## src/include/tcau_pkg.sv

```systemverilog
// Purpose: Shared constants and types for the texture coordinate address unit
// Assumes: AXI4-Lite register access, 32-bit data, byte addresses
// Notes: Coordinates use 10.2 screen, 10.5 start and s5.10 step fixed point
package tcau_pkg;
   // Register byte offsets
   localparam logic [7:0] TCAU_CTRL_OFS = 8'h00;
   localparam logic [7:0] TCAU_RECT0_OFS = 8'h04;
   localparam logic [7:0] TCAU_RECT1_OFS = 8'h08;
   localparam logic [7:0] TCAU_START_OFS = 8'h0c;
   localparam logic [7:0] TCAU_STEP_OFS = 8'h10;
   localparam logic [7:0] TCAU_TILE_S_OFS = 8'h14;
   localparam logic [7:0] TCAU_TILE_T_OFS = 8'h18;
   localparam logic [7:0] TCAU_ALPHA_OFS = 8'h1c;
   localparam logic [7:0] TCAU_STATUS_OFS = 8'h20;
   // Control fields
   localparam int TCAU_CTRL_GO_BIT = 0;
   localparam int TCAU_CTRL_SWAP_BIT = 1;
   // Rectangle corner: x in low half, y in high half, 10.2 each
   localparam int TCAU_XY_W = 12;
   localparam int TCAU_Y_LSB = 16;
   // Start and step: s in low half, t in high half
   localparam int TCAU_T_LSB = 16;
   // Tile descriptor fields
   localparam int TCAU_LOW_LSB = 0;
   localparam int TCAU_HIGH_LSB = 12;
   localparam int TCAU_MASK_LSB = 24;
   localparam int TCAU_MIRROR_BIT = 28;
   localparam int TCAU_CLAMP_BIT = 29;
   // Alpha configuration fields
   localparam int TCAU_AREF_LSB = 0;
   localparam int TCAU_ONEBIT_BIT = 8;
   localparam int TCAU_CMP_BIT = 9;
   localparam int TCAU_RAND_BIT = 10;
   // Reset values
   localparam logic [31:0] TCAU_STEP_RST = 32'h0400_0400;
   localparam logic [31:0] TCAU_ZERO_RST = 32'h0000_0000;
   localparam logic [7:0] TCAU_LFSR_SEED = 8'h5a;
   // Fixed point
   localparam int TCAU_ACC_W = 22;
   localparam int TCAU_FRAC_W = 10;
   // Bus responses
   localparam logic [1:0] TCAU_RESP_OKAY = 2'h0;
   localparam logic [1:0] TCAU_RESP_SLVERR = 2'h2;
   typedef enum logic [1:0] {
      TCAU_IDLE = 2'b01,
      TCAU_RUN = 2'b10
   } tcau_state_t;
endpackage

```

## src/logic/tcau_top.sv

```systemverilog
// Purpose: Walks a screen-aligned texture rectangle and emits texel addresses and pixel write decisions
// Assumes: One clock, registers over AXI4-Lite, texel alpha returned by texture memory
// Notes: All state lives in one struct; outputs come straight from its flip-flops
//
// Contract
// - With reflect on and mask 5, texels run backwards while the coordinate is 32 to 63.
// - With reflect off, texels run forwards in every repetition period.
// - A non-zero mask with edge-hold clear repeats the texture, with no extra flag.
// - A mask value from 1 to 10 is the power-of-two exponent of the repetition period; masks 11 to 15 give a period of 1024.
// - Repeat and reflect together, with a mask up to 10, alternate forward and reversed copies per period.
// - High bounds are used only while edge-hold is on for that axis.
// - Low bounds are unsigned offsets subtracted from the incoming coordinate.
// - Rectangle X and Y carry two fractional bits.
// - S and T start values carry five fractional bits.
// - The per-pixel step is a signed 16-bit value, so a negative step flips the image.
// - The swapped-axis command steps T along X and S along Y.
// - A one-bit texel alpha writes the pixel fully or leaves it untouched.
// - A multi-bit texel alpha blends the pixel with the background by that alpha.
// - Alpha compare thresholds texel alpha against a register or random alpha for a write enable.
`timescale 1ns/100ps
module tcau_top
   import tcau_pkg::*;
(
   input wire logic CLK,
   input wire logic RESETN,
   input wire logic [7:0] S_AXI_AWADDR,
   input wire logic S_AXI_AWVALID,
   output logic S_AXI_AWREADY,
   input wire logic [31:0] S_AXI_WDATA,
   input wire logic [3:0] S_AXI_WSTRB,
   input wire logic S_AXI_WVALID,
   output logic S_AXI_WREADY,
   output logic [1:0] S_AXI_BRESP,
   output logic S_AXI_BVALID,
   input wire logic S_AXI_BREADY,
   input wire logic [7:0] S_AXI_ARADDR,
   input wire logic S_AXI_ARVALID,
   output logic S_AXI_ARREADY,
   output logic [31:0] S_AXI_RDATA,
   output logic [1:0] S_AXI_RRESP,
   output logic S_AXI_RVALID,
   input wire logic S_AXI_RREADY,
   output logic PIX_VALID,
   input wire logic PIX_READY,
   output logic [9:0] PIX_X,
   output logic [9:0] PIX_Y,
   output logic [9:0] TEX_S,
   output logic [9:0] TEX_T,
   input wire logic TEXEL_VALID,
   input wire logic [7:0] TEXEL_ALPHA,
   output logic PX_VALID,
   output logic PX_WRITE,
   output logic PX_BLEND,
   output logic [7:0] PX_COEF
);

   typedef struct packed {
      tcau_state_t st;
      logic swap;
      logic [31:0] rect0;
      logic [31:0] rect1;
      logic [31:0] start;
      logic [31:0] step;
      logic [31:0] tile_s;
      logic [31:0] tile_t;
      logic [31:0] alpha_cfg;
      logic [9:0] px;
      logic [9:0] py;
      logic [9:0] xbeg;
      logic [9:0] xend;
      logic [9:0] yend;
      logic [TCAU_ACC_W-1:0] s_acc;
      logic [TCAU_ACC_W-1:0] t_acc;
      logic [TCAU_ACC_W-1:0] row_s;
      logic [TCAU_ACC_W-1:0] row_t;
      logic [7:0] lfsr;
      logic aw_have;
      logic [7:0] awaddr;
      logic w_have;
      logic [31:0] wdata;
      logic [3:0] wstrb;
      logic awready;
      logic wready;
      logic bvalid;
      logic [1:0] bresp;
      logic arready;
      logic rvalid;
      logic [31:0] rdata;
      logic [1:0] rresp;
      logic pix_valid;
      logic [9:0] pix_x;
      logic [9:0] pix_y;
      logic [9:0] tex_s;
      logic [9:0] tex_t;
      logic px_valid;
      logic px_write;
      logic px_blend;
      logic [7:0] px_coef;
   } tcau_regs_t;

   tcau_regs_t st_reg;
   tcau_regs_t st_next;

   // Byte-lane merge of a register write
   function automatic logic [31:0] tcau_merge(input logic [31:0] old, input logic [31:0] din,
                                              input logic [3:0] strb);
      logic [31:0] r;
      r = old;
      for (int i = 0; i < 4; i++) begin
         if (strb[i]) begin
            r[8*i +: 8] = din[8*i +: 8];
         end
      end
      return r;
   endfunction

   // Start value in 10.5 widened to the 10-bit fraction of the accumulator
   function automatic logic [TCAU_ACC_W-1:0] tcau_start(input logic [15:0] v);
      return {{(TCAU_ACC_W-21){v[15]}}, v, 5'h00};
   endfunction

   // Signed s5.10 step sign-extended to the accumulator
   function automatic logic [TCAU_ACC_W-1:0] tcau_step(input logic [15:0] v);
      return {{(TCAU_ACC_W-16){v[15]}}, v};
   endfunction

   // Integer pixel from a 10.2 corner
   function automatic logic [9:0] tcau_pix(input logic [TCAU_XY_W-1:0] v);
      return v[TCAU_XY_W-1:2];
   endfunction

   // Turns one accumulated coordinate into a texel index for one tile axis
   function automatic logic [9:0] tcau_axis(input logic [TCAU_ACC_W-1:0] acc, input logic [31:0] tile);
      logic [11:0] low;
      logic [11:0] high;
      logic [3:0] mask;
      logic [TCAU_ACC_W-1:0] rel;
      logic signed [11:0] ci;
      logic [9:0] span;
      logic [9:0] mk;
      logic [9:0] v;
      low = tile[TCAU_LOW_LSB +: 12];
      high = tile[TCAU_HIGH_LSB +: 12];
      mask = tile[TCAU_MASK_LSB +: 4];
      rel = acc - {{(TCAU_ACC_W-20){1'b0}}, low, 8'h00};
      ci = $signed(rel[TCAU_ACC_W-1:TCAU_FRAC_W]);
      span = high[11:2] - low[11:2];
      mk = 10'h000;
      v = ci[9:0];
      if (tile[TCAU_CLAMP_BIT]) begin
         if (ci < 0) begin
            v = 10'h000;
         end else if (ci[10:0] > {1'b0, span}) begin
            v = span;
         end
      end else if (mask != 4'h0) begin
         mk = (mask > 4'ha) ? 10'h3ff : 10'((11'h001 << mask) - 11'h001);
         v = ci[9:0] & mk;
         if (tile[TCAU_MIRROR_BIT] && mask < 4'hb && ci[mask]) begin
            v = ~ci[9:0] & mk;
         end
      end
      return v;
   endfunction

   always_comb begin
      logic go;
      logic adv;
      logic [TCAU_ACC_W-1:0] ds;
      logic [TCAU_ACC_W-1:0] dt;
      logic [7:0] thresh;
      st_next = st_reg;
      go = 1'b0;
      adv = 1'b0;
      thresh = 8'h00;
      ds = tcau_step(st_reg.step[15:0]);
      dt = tcau_step(st_reg.step[TCAU_T_LSB +: 16]);
      st_next.lfsr = {st_reg.lfsr[6:0], st_reg.lfsr[7] ^ st_reg.lfsr[5] ^ st_reg.lfsr[4] ^ st_reg.lfsr[3]};

      // Register bus: address and data may arrive in either order
      if (S_AXI_AWVALID && st_reg.awready) begin
         st_next.aw_have = 1'b1;
         st_next.awaddr = S_AXI_AWADDR;
      end
      if (S_AXI_WVALID && st_reg.wready) begin
         st_next.w_have = 1'b1;
         st_next.wdata = S_AXI_WDATA;
         st_next.wstrb = S_AXI_WSTRB;
      end
      if (st_reg.bvalid && S_AXI_BREADY) begin
         st_next.bvalid = 1'b0;
      end
      if (st_next.aw_have && st_next.w_have && !st_next.bvalid) begin
         st_next.aw_have = 1'b0;
         st_next.w_have = 1'b0;
         st_next.bvalid = 1'b1;
         st_next.bresp = TCAU_RESP_OKAY;
         case ({st_next.awaddr[7:2], 2'b00})
            TCAU_CTRL_OFS: begin
               if (st_next.wstrb[0]) begin
                  go = st_next.wdata[TCAU_CTRL_GO_BIT];
                  st_next.swap = st_next.wdata[TCAU_CTRL_SWAP_BIT];
               end
            end
            TCAU_RECT0_OFS: st_next.rect0 = tcau_merge(st_reg.rect0, st_next.wdata, st_next.wstrb);
            TCAU_RECT1_OFS: st_next.rect1 = tcau_merge(st_reg.rect1, st_next.wdata, st_next.wstrb);
            TCAU_START_OFS: st_next.start = tcau_merge(st_reg.start, st_next.wdata, st_next.wstrb);
            TCAU_STEP_OFS: st_next.step = tcau_merge(st_reg.step, st_next.wdata, st_next.wstrb);
            TCAU_TILE_S_OFS: st_next.tile_s = tcau_merge(st_reg.tile_s, st_next.wdata, st_next.wstrb);
            TCAU_TILE_T_OFS: st_next.tile_t = tcau_merge(st_reg.tile_t, st_next.wdata, st_next.wstrb);
            TCAU_ALPHA_OFS: st_next.alpha_cfg = tcau_merge(st_reg.alpha_cfg, st_next.wdata, st_next.wstrb);
            TCAU_STATUS_OFS: st_next.bresp = TCAU_RESP_OKAY;
            default: st_next.bresp = TCAU_RESP_SLVERR;
         endcase
      end

      if (st_reg.rvalid && S_AXI_RREADY) begin
         st_next.rvalid = 1'b0;
      end
      if (S_AXI_ARVALID && st_reg.arready) begin
         st_next.rvalid = 1'b1;
         st_next.rresp = TCAU_RESP_OKAY;
         case ({S_AXI_ARADDR[7:2], 2'b00})
            TCAU_CTRL_OFS: st_next.rdata = {30'h0, st_reg.swap, 1'b0};
            TCAU_RECT0_OFS: st_next.rdata = st_reg.rect0;
            TCAU_RECT1_OFS: st_next.rdata = st_reg.rect1;
            TCAU_START_OFS: st_next.rdata = st_reg.start;
            TCAU_STEP_OFS: st_next.rdata = st_reg.step;
            TCAU_TILE_S_OFS: st_next.rdata = st_reg.tile_s;
            TCAU_TILE_T_OFS: st_next.rdata = st_reg.tile_t;
            TCAU_ALPHA_OFS: st_next.rdata = st_reg.alpha_cfg;
            TCAU_STATUS_OFS: st_next.rdata = {st_reg.py, 5'h00, st_reg.px, 6'h00, st_reg.st == TCAU_RUN};
            default: begin
               st_next.rdata = 32'h0000_0000;
               st_next.rresp = TCAU_RESP_SLVERR;
            end
         endcase
      end

      // Rectangle walk
      if (st_reg.pix_valid && PIX_READY) begin
         st_next.pix_valid = 1'b0;
      end
      adv = !st_reg.pix_valid || PIX_READY;
      case (st_reg.st)
         TCAU_IDLE: begin
            if (go && tcau_pix(st_reg.rect0[TCAU_XY_W-1:0]) < tcau_pix(st_reg.rect1[TCAU_XY_W-1:0]) &&
                tcau_pix(st_reg.rect0[TCAU_Y_LSB +: TCAU_XY_W]) < tcau_pix(st_reg.rect1[TCAU_Y_LSB +: TCAU_XY_W])) begin
               st_next.st = TCAU_RUN;
               st_next.px = tcau_pix(st_reg.rect0[TCAU_XY_W-1:0]);
               st_next.xbeg = tcau_pix(st_reg.rect0[TCAU_XY_W-1:0]);
               st_next.py = tcau_pix(st_reg.rect0[TCAU_Y_LSB +: TCAU_XY_W]);
               st_next.xend = tcau_pix(st_reg.rect1[TCAU_XY_W-1:0]);
               st_next.yend = tcau_pix(st_reg.rect1[TCAU_Y_LSB +: TCAU_XY_W]);
               st_next.s_acc = tcau_start(st_reg.start[15:0]);
               st_next.t_acc = tcau_start(st_reg.start[TCAU_T_LSB +: 16]);
               st_next.row_s = tcau_start(st_reg.start[15:0]);
               st_next.row_t = tcau_start(st_reg.start[TCAU_T_LSB +: 16]);
            end
         end
         TCAU_RUN: begin
            if (adv) begin
               st_next.pix_valid = 1'b1;
               st_next.pix_x = st_reg.px;
               st_next.pix_y = st_reg.py;
               st_next.tex_s = tcau_axis(st_reg.s_acc, st_reg.tile_s);
               st_next.tex_t = tcau_axis(st_reg.t_acc, st_reg.tile_t);
               if (st_reg.px + 10'h001 < st_reg.xend) begin
                  st_next.px = st_reg.px + 10'h001;
                  if (st_reg.swap) begin
                     st_next.t_acc = st_reg.t_acc + dt;
                  end else begin
                     st_next.s_acc = st_reg.s_acc + ds;
                  end
               end else if (st_reg.py + 10'h001 < st_reg.yend) begin
                  st_next.px = st_reg.xbeg;
                  st_next.py = st_reg.py + 10'h001;
                  if (st_reg.swap) begin
                     st_next.s_acc = st_reg.row_s + ds;
                     st_next.row_s = st_reg.row_s + ds;
                     st_next.t_acc = st_reg.row_t;
                  end else begin
                     st_next.t_acc = st_reg.row_t + dt;
                     st_next.row_t = st_reg.row_t + dt;
                     st_next.s_acc = st_reg.row_s;
                  end
               end else begin
                  st_next.st = TCAU_IDLE;
               end
            end
         end
         default: st_next.st = TCAU_IDLE;
      endcase

      // Pixel write decision from the returned texel alpha
      thresh = st_reg.alpha_cfg[TCAU_RAND_BIT] ? st_reg.lfsr : st_reg.alpha_cfg[TCAU_AREF_LSB +: 8];
      st_next.px_valid = TEXEL_VALID;
      if (TEXEL_VALID) begin
         if (st_reg.alpha_cfg[TCAU_CMP_BIT]) begin
            st_next.px_write = TEXEL_ALPHA > thresh;
            st_next.px_blend = 1'b0;
            st_next.px_coef = 8'hff;
         end else if (st_reg.alpha_cfg[TCAU_ONEBIT_BIT]) begin
            st_next.px_write = TEXEL_ALPHA[7];
            st_next.px_blend = 1'b0;
            st_next.px_coef = 8'hff;
         end else begin
            st_next.px_write = TEXEL_ALPHA != 8'h00;
            st_next.px_blend = TEXEL_ALPHA != 8'h00 && TEXEL_ALPHA != 8'hff;
            st_next.px_coef = TEXEL_ALPHA;
         end
      end

      // Address and write-data readys stay low while a write answer is pending; read ready only while a read answer is
      st_next.awready = !st_next.aw_have && !st_next.bvalid;
      st_next.wready = !st_next.w_have && !st_next.bvalid;
      st_next.arready = !st_next.rvalid;
   end

   always_ff @(posedge CLK or negedge RESETN) begin
      if (!RESETN) begin
         st_reg <= '0;
         st_reg.st <= TCAU_IDLE;
         st_reg.step <= TCAU_STEP_RST;
         st_reg.alpha_cfg <= TCAU_ZERO_RST;
         st_reg.lfsr <= TCAU_LFSR_SEED;
      end else begin
         st_reg <= st_next;
      end
   end

   assign S_AXI_AWREADY = st_reg.awready;
   assign S_AXI_WREADY = st_reg.wready;
   assign S_AXI_BRESP = st_reg.bresp;
   assign S_AXI_BVALID = st_reg.bvalid;
   assign S_AXI_ARREADY = st_reg.arready;
   assign S_AXI_RDATA = st_reg.rdata;
   assign S_AXI_RRESP = st_reg.rresp;
   assign S_AXI_RVALID = st_reg.rvalid;
   assign PIX_VALID = st_reg.pix_valid;
   assign PIX_X = st_reg.pix_x;
   assign PIX_Y = st_reg.pix_y;
   assign TEX_S = st_reg.tex_s;
   assign TEX_T = st_reg.tex_t;
   assign PX_VALID = st_reg.px_valid;
   assign PX_WRITE = st_reg.px_write;
   assign PX_BLEND = st_reg.px_blend;
   assign PX_COEF = st_reg.px_coef;

endmodule

```

## config.mk

```make
export PLATFORM = sky130hd
export DESIGN_NAME = tcau_top
export DESIGN_NICKNAME = d
export VERILOG_FILES = /design/src/include/tcau_pkg.sv /design/src/logic/tcau_top.sv
export SDC_FILE = /design/constraint.sdc
export NUM_CORES = 1
export LEC_CHECK = 0
export ABC_AREA = 1
export BUFFER_PORTS_ARGS = -buffer_cell sky130_fd_sc_hd__buf_2
export CORE_UTILIZATION = 30
export DETAILED_ROUTE_END_ITERATION = 7
export SLEW_MARGIN = 20
export SYNTH_ARGS = -nofsm -noshare
export SYNTH_HDL_FRONTEND = slang
export SYNTH_SLANG_ARGS = --single-unit
```

## constraint.sdc

```tcl
create_clock -name CLK -period 4.91 [get_ports CLK]
set_input_delay 0 -clock CLK [delete_from_list [all_inputs] [get_ports CLK]]
set_output_delay 0 -clock CLK [all_outputs]
set_load 0.01 [all_outputs]
```

# Yosys cells after proc, flatten, opt, wreduce, memory -nomap -nowiden
# Cells that the tools add are included.
# classes
order_cmp,15
muxes,57
bitwise,9
shifts,2
n_reduce_logical,70
eq_ne,29
n_addsub,12
# op_table
operator,n
32-bit case mux with 9 select lines,1
88-bit 2-to-1 mux,2
88-bit case mux with 2 select lines,1
10-bit 2-to-1 mux,16
138-bit 2-to-1 mux,1
44-bit 2-to-1 mux,3
22-bit adder,4
22-bit 2-to-1 mux,4
3-bit AND reduction,29
41-bit 2-to-1 mux,2
"6-bit by 3-bit equality test with 1-bit output, second input constant",8
22-bit by 20-bit subtractor with 22-bit output,2
10-bit bitwise AND,4
10-bit < comparator,4
20-bit 2-to-1 mux,2
20-bit case mux with 2 select lines,1
37-bit 2-to-1 mux,1
35-bit 2-to-1 mux,1
"6-bit by 2-bit equality test with 1-bit output, second input constant",4
"12-bit by 1-bit < comparator with 1-bit output, second input constant",2
11-bit by 10-bit greater-than comparator with 1-bit output,2
"10-bit by 1-bit adder with 10-bit output, second input constant",2
10-bit inverter,2
"1-bit by 4-bit << shifter with 10-bit output, first input constant",2
other kinds (35),94
# totals
reg_bits,512
in_bits,69
word_cells,257

# Depth between registers and ports, before layout
# depth
ltp_word,9
mapped_depth,25
mapped_depth_nobuf,25

# Worst setup path before layout
# OpenSTA, ideal clock, no wires.
# synth_timing
kind,reg-to-reg
from,register st_reg[275] (netlist name)
to,register st_reg[159] (netlist name)
required_time_ns,4.844
t_arrival_ns,2.889
path_stages_with_launch,17
setup_slack_ns,1.955
synth_period_minus_slack_ns,2.955
path_buffers,1
cell_sequence,dfrtp_1 > nand3_1 > nor2_1 > nand4_1 > nor3_1 > xor2_1 > inv_1 > ha_1 > a21oi_1 > o21a_1 > nand3_1 > o21ai_0 > nor3_4 > nand2_2 > clkbuf_1 > nand2_1 > nand2_1
# synth_between
elab_chain_len,4
# synth_lines
item,line,rtl
"start, declared",tcau_top.sv:101,tcau_regs_t st_reg;
"start signal, assigned",tcau_top.sv:328,st_reg <= st_next;
10-bit by 1-bit adder with 10-bit output,tcau_top.sv:268,if (st_reg.px + 10'h001 < st_reg.xend) begin
10-bit < comparator,tcau_top.sv:268,
2-bit inequality test (no line),-,
6-bit AND reduction (no line),-,
# Every way passes these cells.
# A chain may end at the register's enable or synchronous reset.

# Worst setup path in the final report
# layout_timing
from,register st_reg[267] (netlist name)
to,register st_reg[191] (netlist name)
# layout_between
elab_chain_len,4
# layout_lines
item,line,rtl
10-bit by 1-bit adder with 10-bit output,tcau_top.sv:275,end else if (st_reg.py + 10'h001 < st_reg.yend) begin
10-bit < comparator,tcau_top.sv:275,
3-bit by 1-bit inequality test with 1-bit output (no line),-,
5-bit AND reduction (no line),-,
# Every way passes these cells.

==> impl_metrics.py <==
metrics = {
    "route": {
        "vias_per_cell": 5.22,
        "wire_per_inst_um": 20.2,
        "routed_wl_mm": 121,
        "first_pass_iters": 6,
        "drcViolationCount": 0,
        "vias": 31300,
        "drt_iter0_drc": 3264,
        "ant_nets": 0,
    },
    "sta": {
        "tns_ns": 0,
        "hold_slack_ns": 0.0201,
        "grt_setup_unrepaired": "false",
        "hold_viol": 0,
        "setup_viol_count_final": 0,
        "fin_crit_ns": 4.04,
        "clock_skew_ns": 0.0244,
        "fmax_ghz": 0.248,
        "slew_viol_final": 0,
        "finalCritPeriodShare": 0.822,
        "slew_headroom": 0.256,
        "timing.final.ws_setup_ns": 0.875,
        "worst_slew_pin_slew_ns": 1.11,
    },
    "placement": {
        "preCtsSetupSlack_ns": 0.870,
        "place.gp.congestion": 0.956,
        "dpl.hpwl_mm": 92.4,
        "port_buffers": 155,
        "dp.cells": 5836,
    },
    "critical_path": {
        "cp_data_required_time_ns": 5.43,
        "cp_common_cell": "inv_1",
        "slowest_stage": "o2111ai_1",
        "worst-path-max-fanout": 27,
        "crit_path_end_kind": "register",
        "critPathArrivalTime_ns": 4.55,
        "r2r_end": "st_reg[191]",
        "crit_type": "register to register",
        "crit_chain": "inv_1 -> nor3_1 -> nand3_1 -> inv_1 -> nand3_1 -> nor2_1 -> xor2_1 -> inv_1 -> ha_1 -> nand2_1 -> nor2_1 -> nand3b_1 -> o2111ai_1 -> nand2_1 -> o21ai_0 -> inv_1 -> nand2_4 -> nor2_8 -> inv_2 -> nand2_1 -> o21ai_0",
        "rrSetupSlack_ns": 0.87,
        "reg2reg_depth": 21,
        "endpoint": "st_reg[191]",
        "r2r_start": "st_reg[267]",
        "crit_path_start_kind": "register",
        "max_stage_delay_ns": 0.41,
        "startpoint": "st_reg[267]",
    },
    "floorplanning": {
        "rows": 121,
        "die-area_um2": 111000,
        "coreArea_um2": 109000,
        "initial_core_util": 0.303,
        "ios": 162,
        "die_y_um": 334,
        "chipWidth_um": 334,
    },
    "yosys": {
        "yosysSeqAreaShare": 0.385,
        "syn-cell-area_um2": 33000,
        "syn_area_per_cell_um2": 7.43,
        "synth_edf_count": 0,
        "synthFlopType": "dfrtp_1",
        "synth.distinct_cells": 56,
        "ys_ff_latch": 508,
        "synth-async-reset-ratio": 1.00,
        "synth_cells": 4445,
        "synth_warnings": 0,
    },
    "worst_hold_path": {
        "hp-class": "input port to register",
    },
    "global_routing": {
        "grt-ovfl-total": 0,
        "grt_pass1_wl_mm": 182,
        "grt_pass1_vias": 29200,
        "grt_max_degree": 142,
        "grt_use_total": 0.213,
        "antenna_found_initial": 9,
    },
    "clock_tree": {
        "cts_tree": "yes",
        "clk_latency_ns": 0.65,
        "cts_max_level": 2,
        "clock-sinks": 508,
        "clk_pin_slew_ns": 0.07,
        "clock-root-buffer": "clkbuf_16",
        "post_cts_buffers": 0,
        "numCtsBuffers": 55,
        "clk_path_buf_depth": 3,
    },
    "pwr": {
        "peakVddDrop_uv": 353,
        "powerDensity_nw_per_um2": 582,
        "power_leakage_uw": 0.0185,
    },
    "final_layout": {
        "fin_nets": 4807,
        "drive_above_1_share": 0.0798,
        "antenna_cells": 0,
        "largest_reg_flops": 410,
        "area_delta_synth_final_pct": 13.3,
        "layoutNonFillerInstCount": 5998,
    },
    "flow_run": {
        "maxCapViolCount": 0,
    },
    "outcome": {
        "status": "completed",
    },
}
==> where the power goes <==
| group | leakage (µW) | internal, µW | total [µW] | switching, µW |
|---|---|---|---|---|
| logic | 0.0113 | 3430 | 10700 | 7250 |
| clock network | 0.000938 | 2680 | 4580 | 1910 |
| registers | 0.00632 | 5370 | 6510 | 1140 |
| total | 0.0185 | 11500 | 21800 | 10300 |
==> critical path: cells and delay by family, from the launching register on <==
kind	cells	cell delay, ns
simple gates	11	1.77
fa+ha+maj	1	0.29
flops	1	0.37
compound gates	3	0.58
xor+xnor	1	0.19
buf+inv	5	0.69
==> synth_stat cells, types with 4 or more instances <==
cell	number	share of area
nand4_1	48	0.0091
buf_4	87	0.020
o21bai_1	14	0.0032
nand3_1	295	0.045
nand2_2	5	0.00095
o31ai_1	14	0.0032
a31oi_1	8	0.0015
a22oi_1	14	0.0032
a21o_1	38	0.0086
o21a_1	113	0.026
or2_2	21	0.0040
and2_1	30	0.0057
a21oi_1	233	0.035
inv_2	8	0.00091
a221oi_1	46	0.012
dfrtp_1	501	0.38
nor4_1	12	0.0023
buf_1	13	0.0015
o21ai_1	13	0.0020
ha_1	190	0.072
buf_2	12	0.0018
inv_1	473	0.054
nor2_1	223	0.025
a211oi_1	12	0.0027
nand3b_1	15	0.0034
dfstp_2	7	0.0056
clkbuf_1	111	0.013
xor2_1	48	0.013
nor3_1	19	0.0029
o211ai_1	22	0.0050
and2_0	6	0.0011
o21ai_2	4	0.0011
nand2_1	1281	0.15
o2111ai_1	11	0.0029
a21boi_0	5	0.0011
o21ai_0	361	0.055
clkinv_1	8	0.00091
o22ai_1	50	0.0095
or2_1	5	0.00095
fa_1	6	0.0036
xnor2_1	39	0.010
==> per-layer routing <==
metal	wire length, µm	track usage	vias up
li1	-	-	14900
met1	55300	0.301	15100
met2	51800	0.323	1155
met3	9860	0.0422	191
met4	4380	0.0739	8
met5	60	0	-
==> cells in the final DEF (no fill, tap or decap), types with 113 or more instances in the layout <==
cell     Yosys  final
inv_1      473    473
nor2_1     223    212
a21oi_1    233    233
nand2_1   1281   1277
dfrtp_1    501    501
o21ai_0    361    361
buf_2       12    154
nand3_1    295    294
o21a_1     113    113
ha_1       190    189
==> worst min-delay path by stage <==
stage	from	endpoint	slack, ns	cells past startpoint
after detailed placement	RESETN	PX_COEF[7]	0.08	1
after global routing	S_AXI_WVALID	st_reg[93]	0.04	4
after floorplan	RESETN	PIX_VALID	-0.30	0
after global placement	RESETN	S_AXI_RDATA[11]	0.08	1
final	S_AXI_WVALID	st_reg[93]	0.02	4
after CTS	S_AXI_WDATA[30]	st_reg[127]	0.002	4
==> what timing repair did <==
item / CTS / global route
endpoints found under the hold margin: 196 / 0
resized for setup: 0 / 0
hold buffers: 63 / 0
==> area by class of cell <==
class | count | area, µm²
fillers | 11500 | 71600
multi-input cells | 3224 | 17400
flip-flops and latches | 508 | 12700
inverters | 489 | 1840
repair buffers | 264 | 1820
well taps | 1414 | 1770
clock buffers | 73 | 1580
clock inverters | 26 | 368
==> per-stage QoR <==
stage	power, µW	area [µm²]	utilization
global route	23300	37500	0.344
CTS	21700	37400	0.343
finish	21800	37500	0.344
floorplan	13500	33000	-
detailed placement	17000	34800	0.320
global placement	16900	34800	0.320
==> kinds of logic after synthesis <==
group	Yosys count	share of synthesized area
AOI/OAI and AO/OA	966	0.174
xor gates and xnor gates	87	0.0231
adders and majority gates	196	0.0756
buffers and inverters	714	0.0919
DFF	508	0.385
muxes	1	0.000303
other	1	0.000113
and+or+nand+nor	1972	0.250
Note: power is estimated with default switching activity, not from simulation.
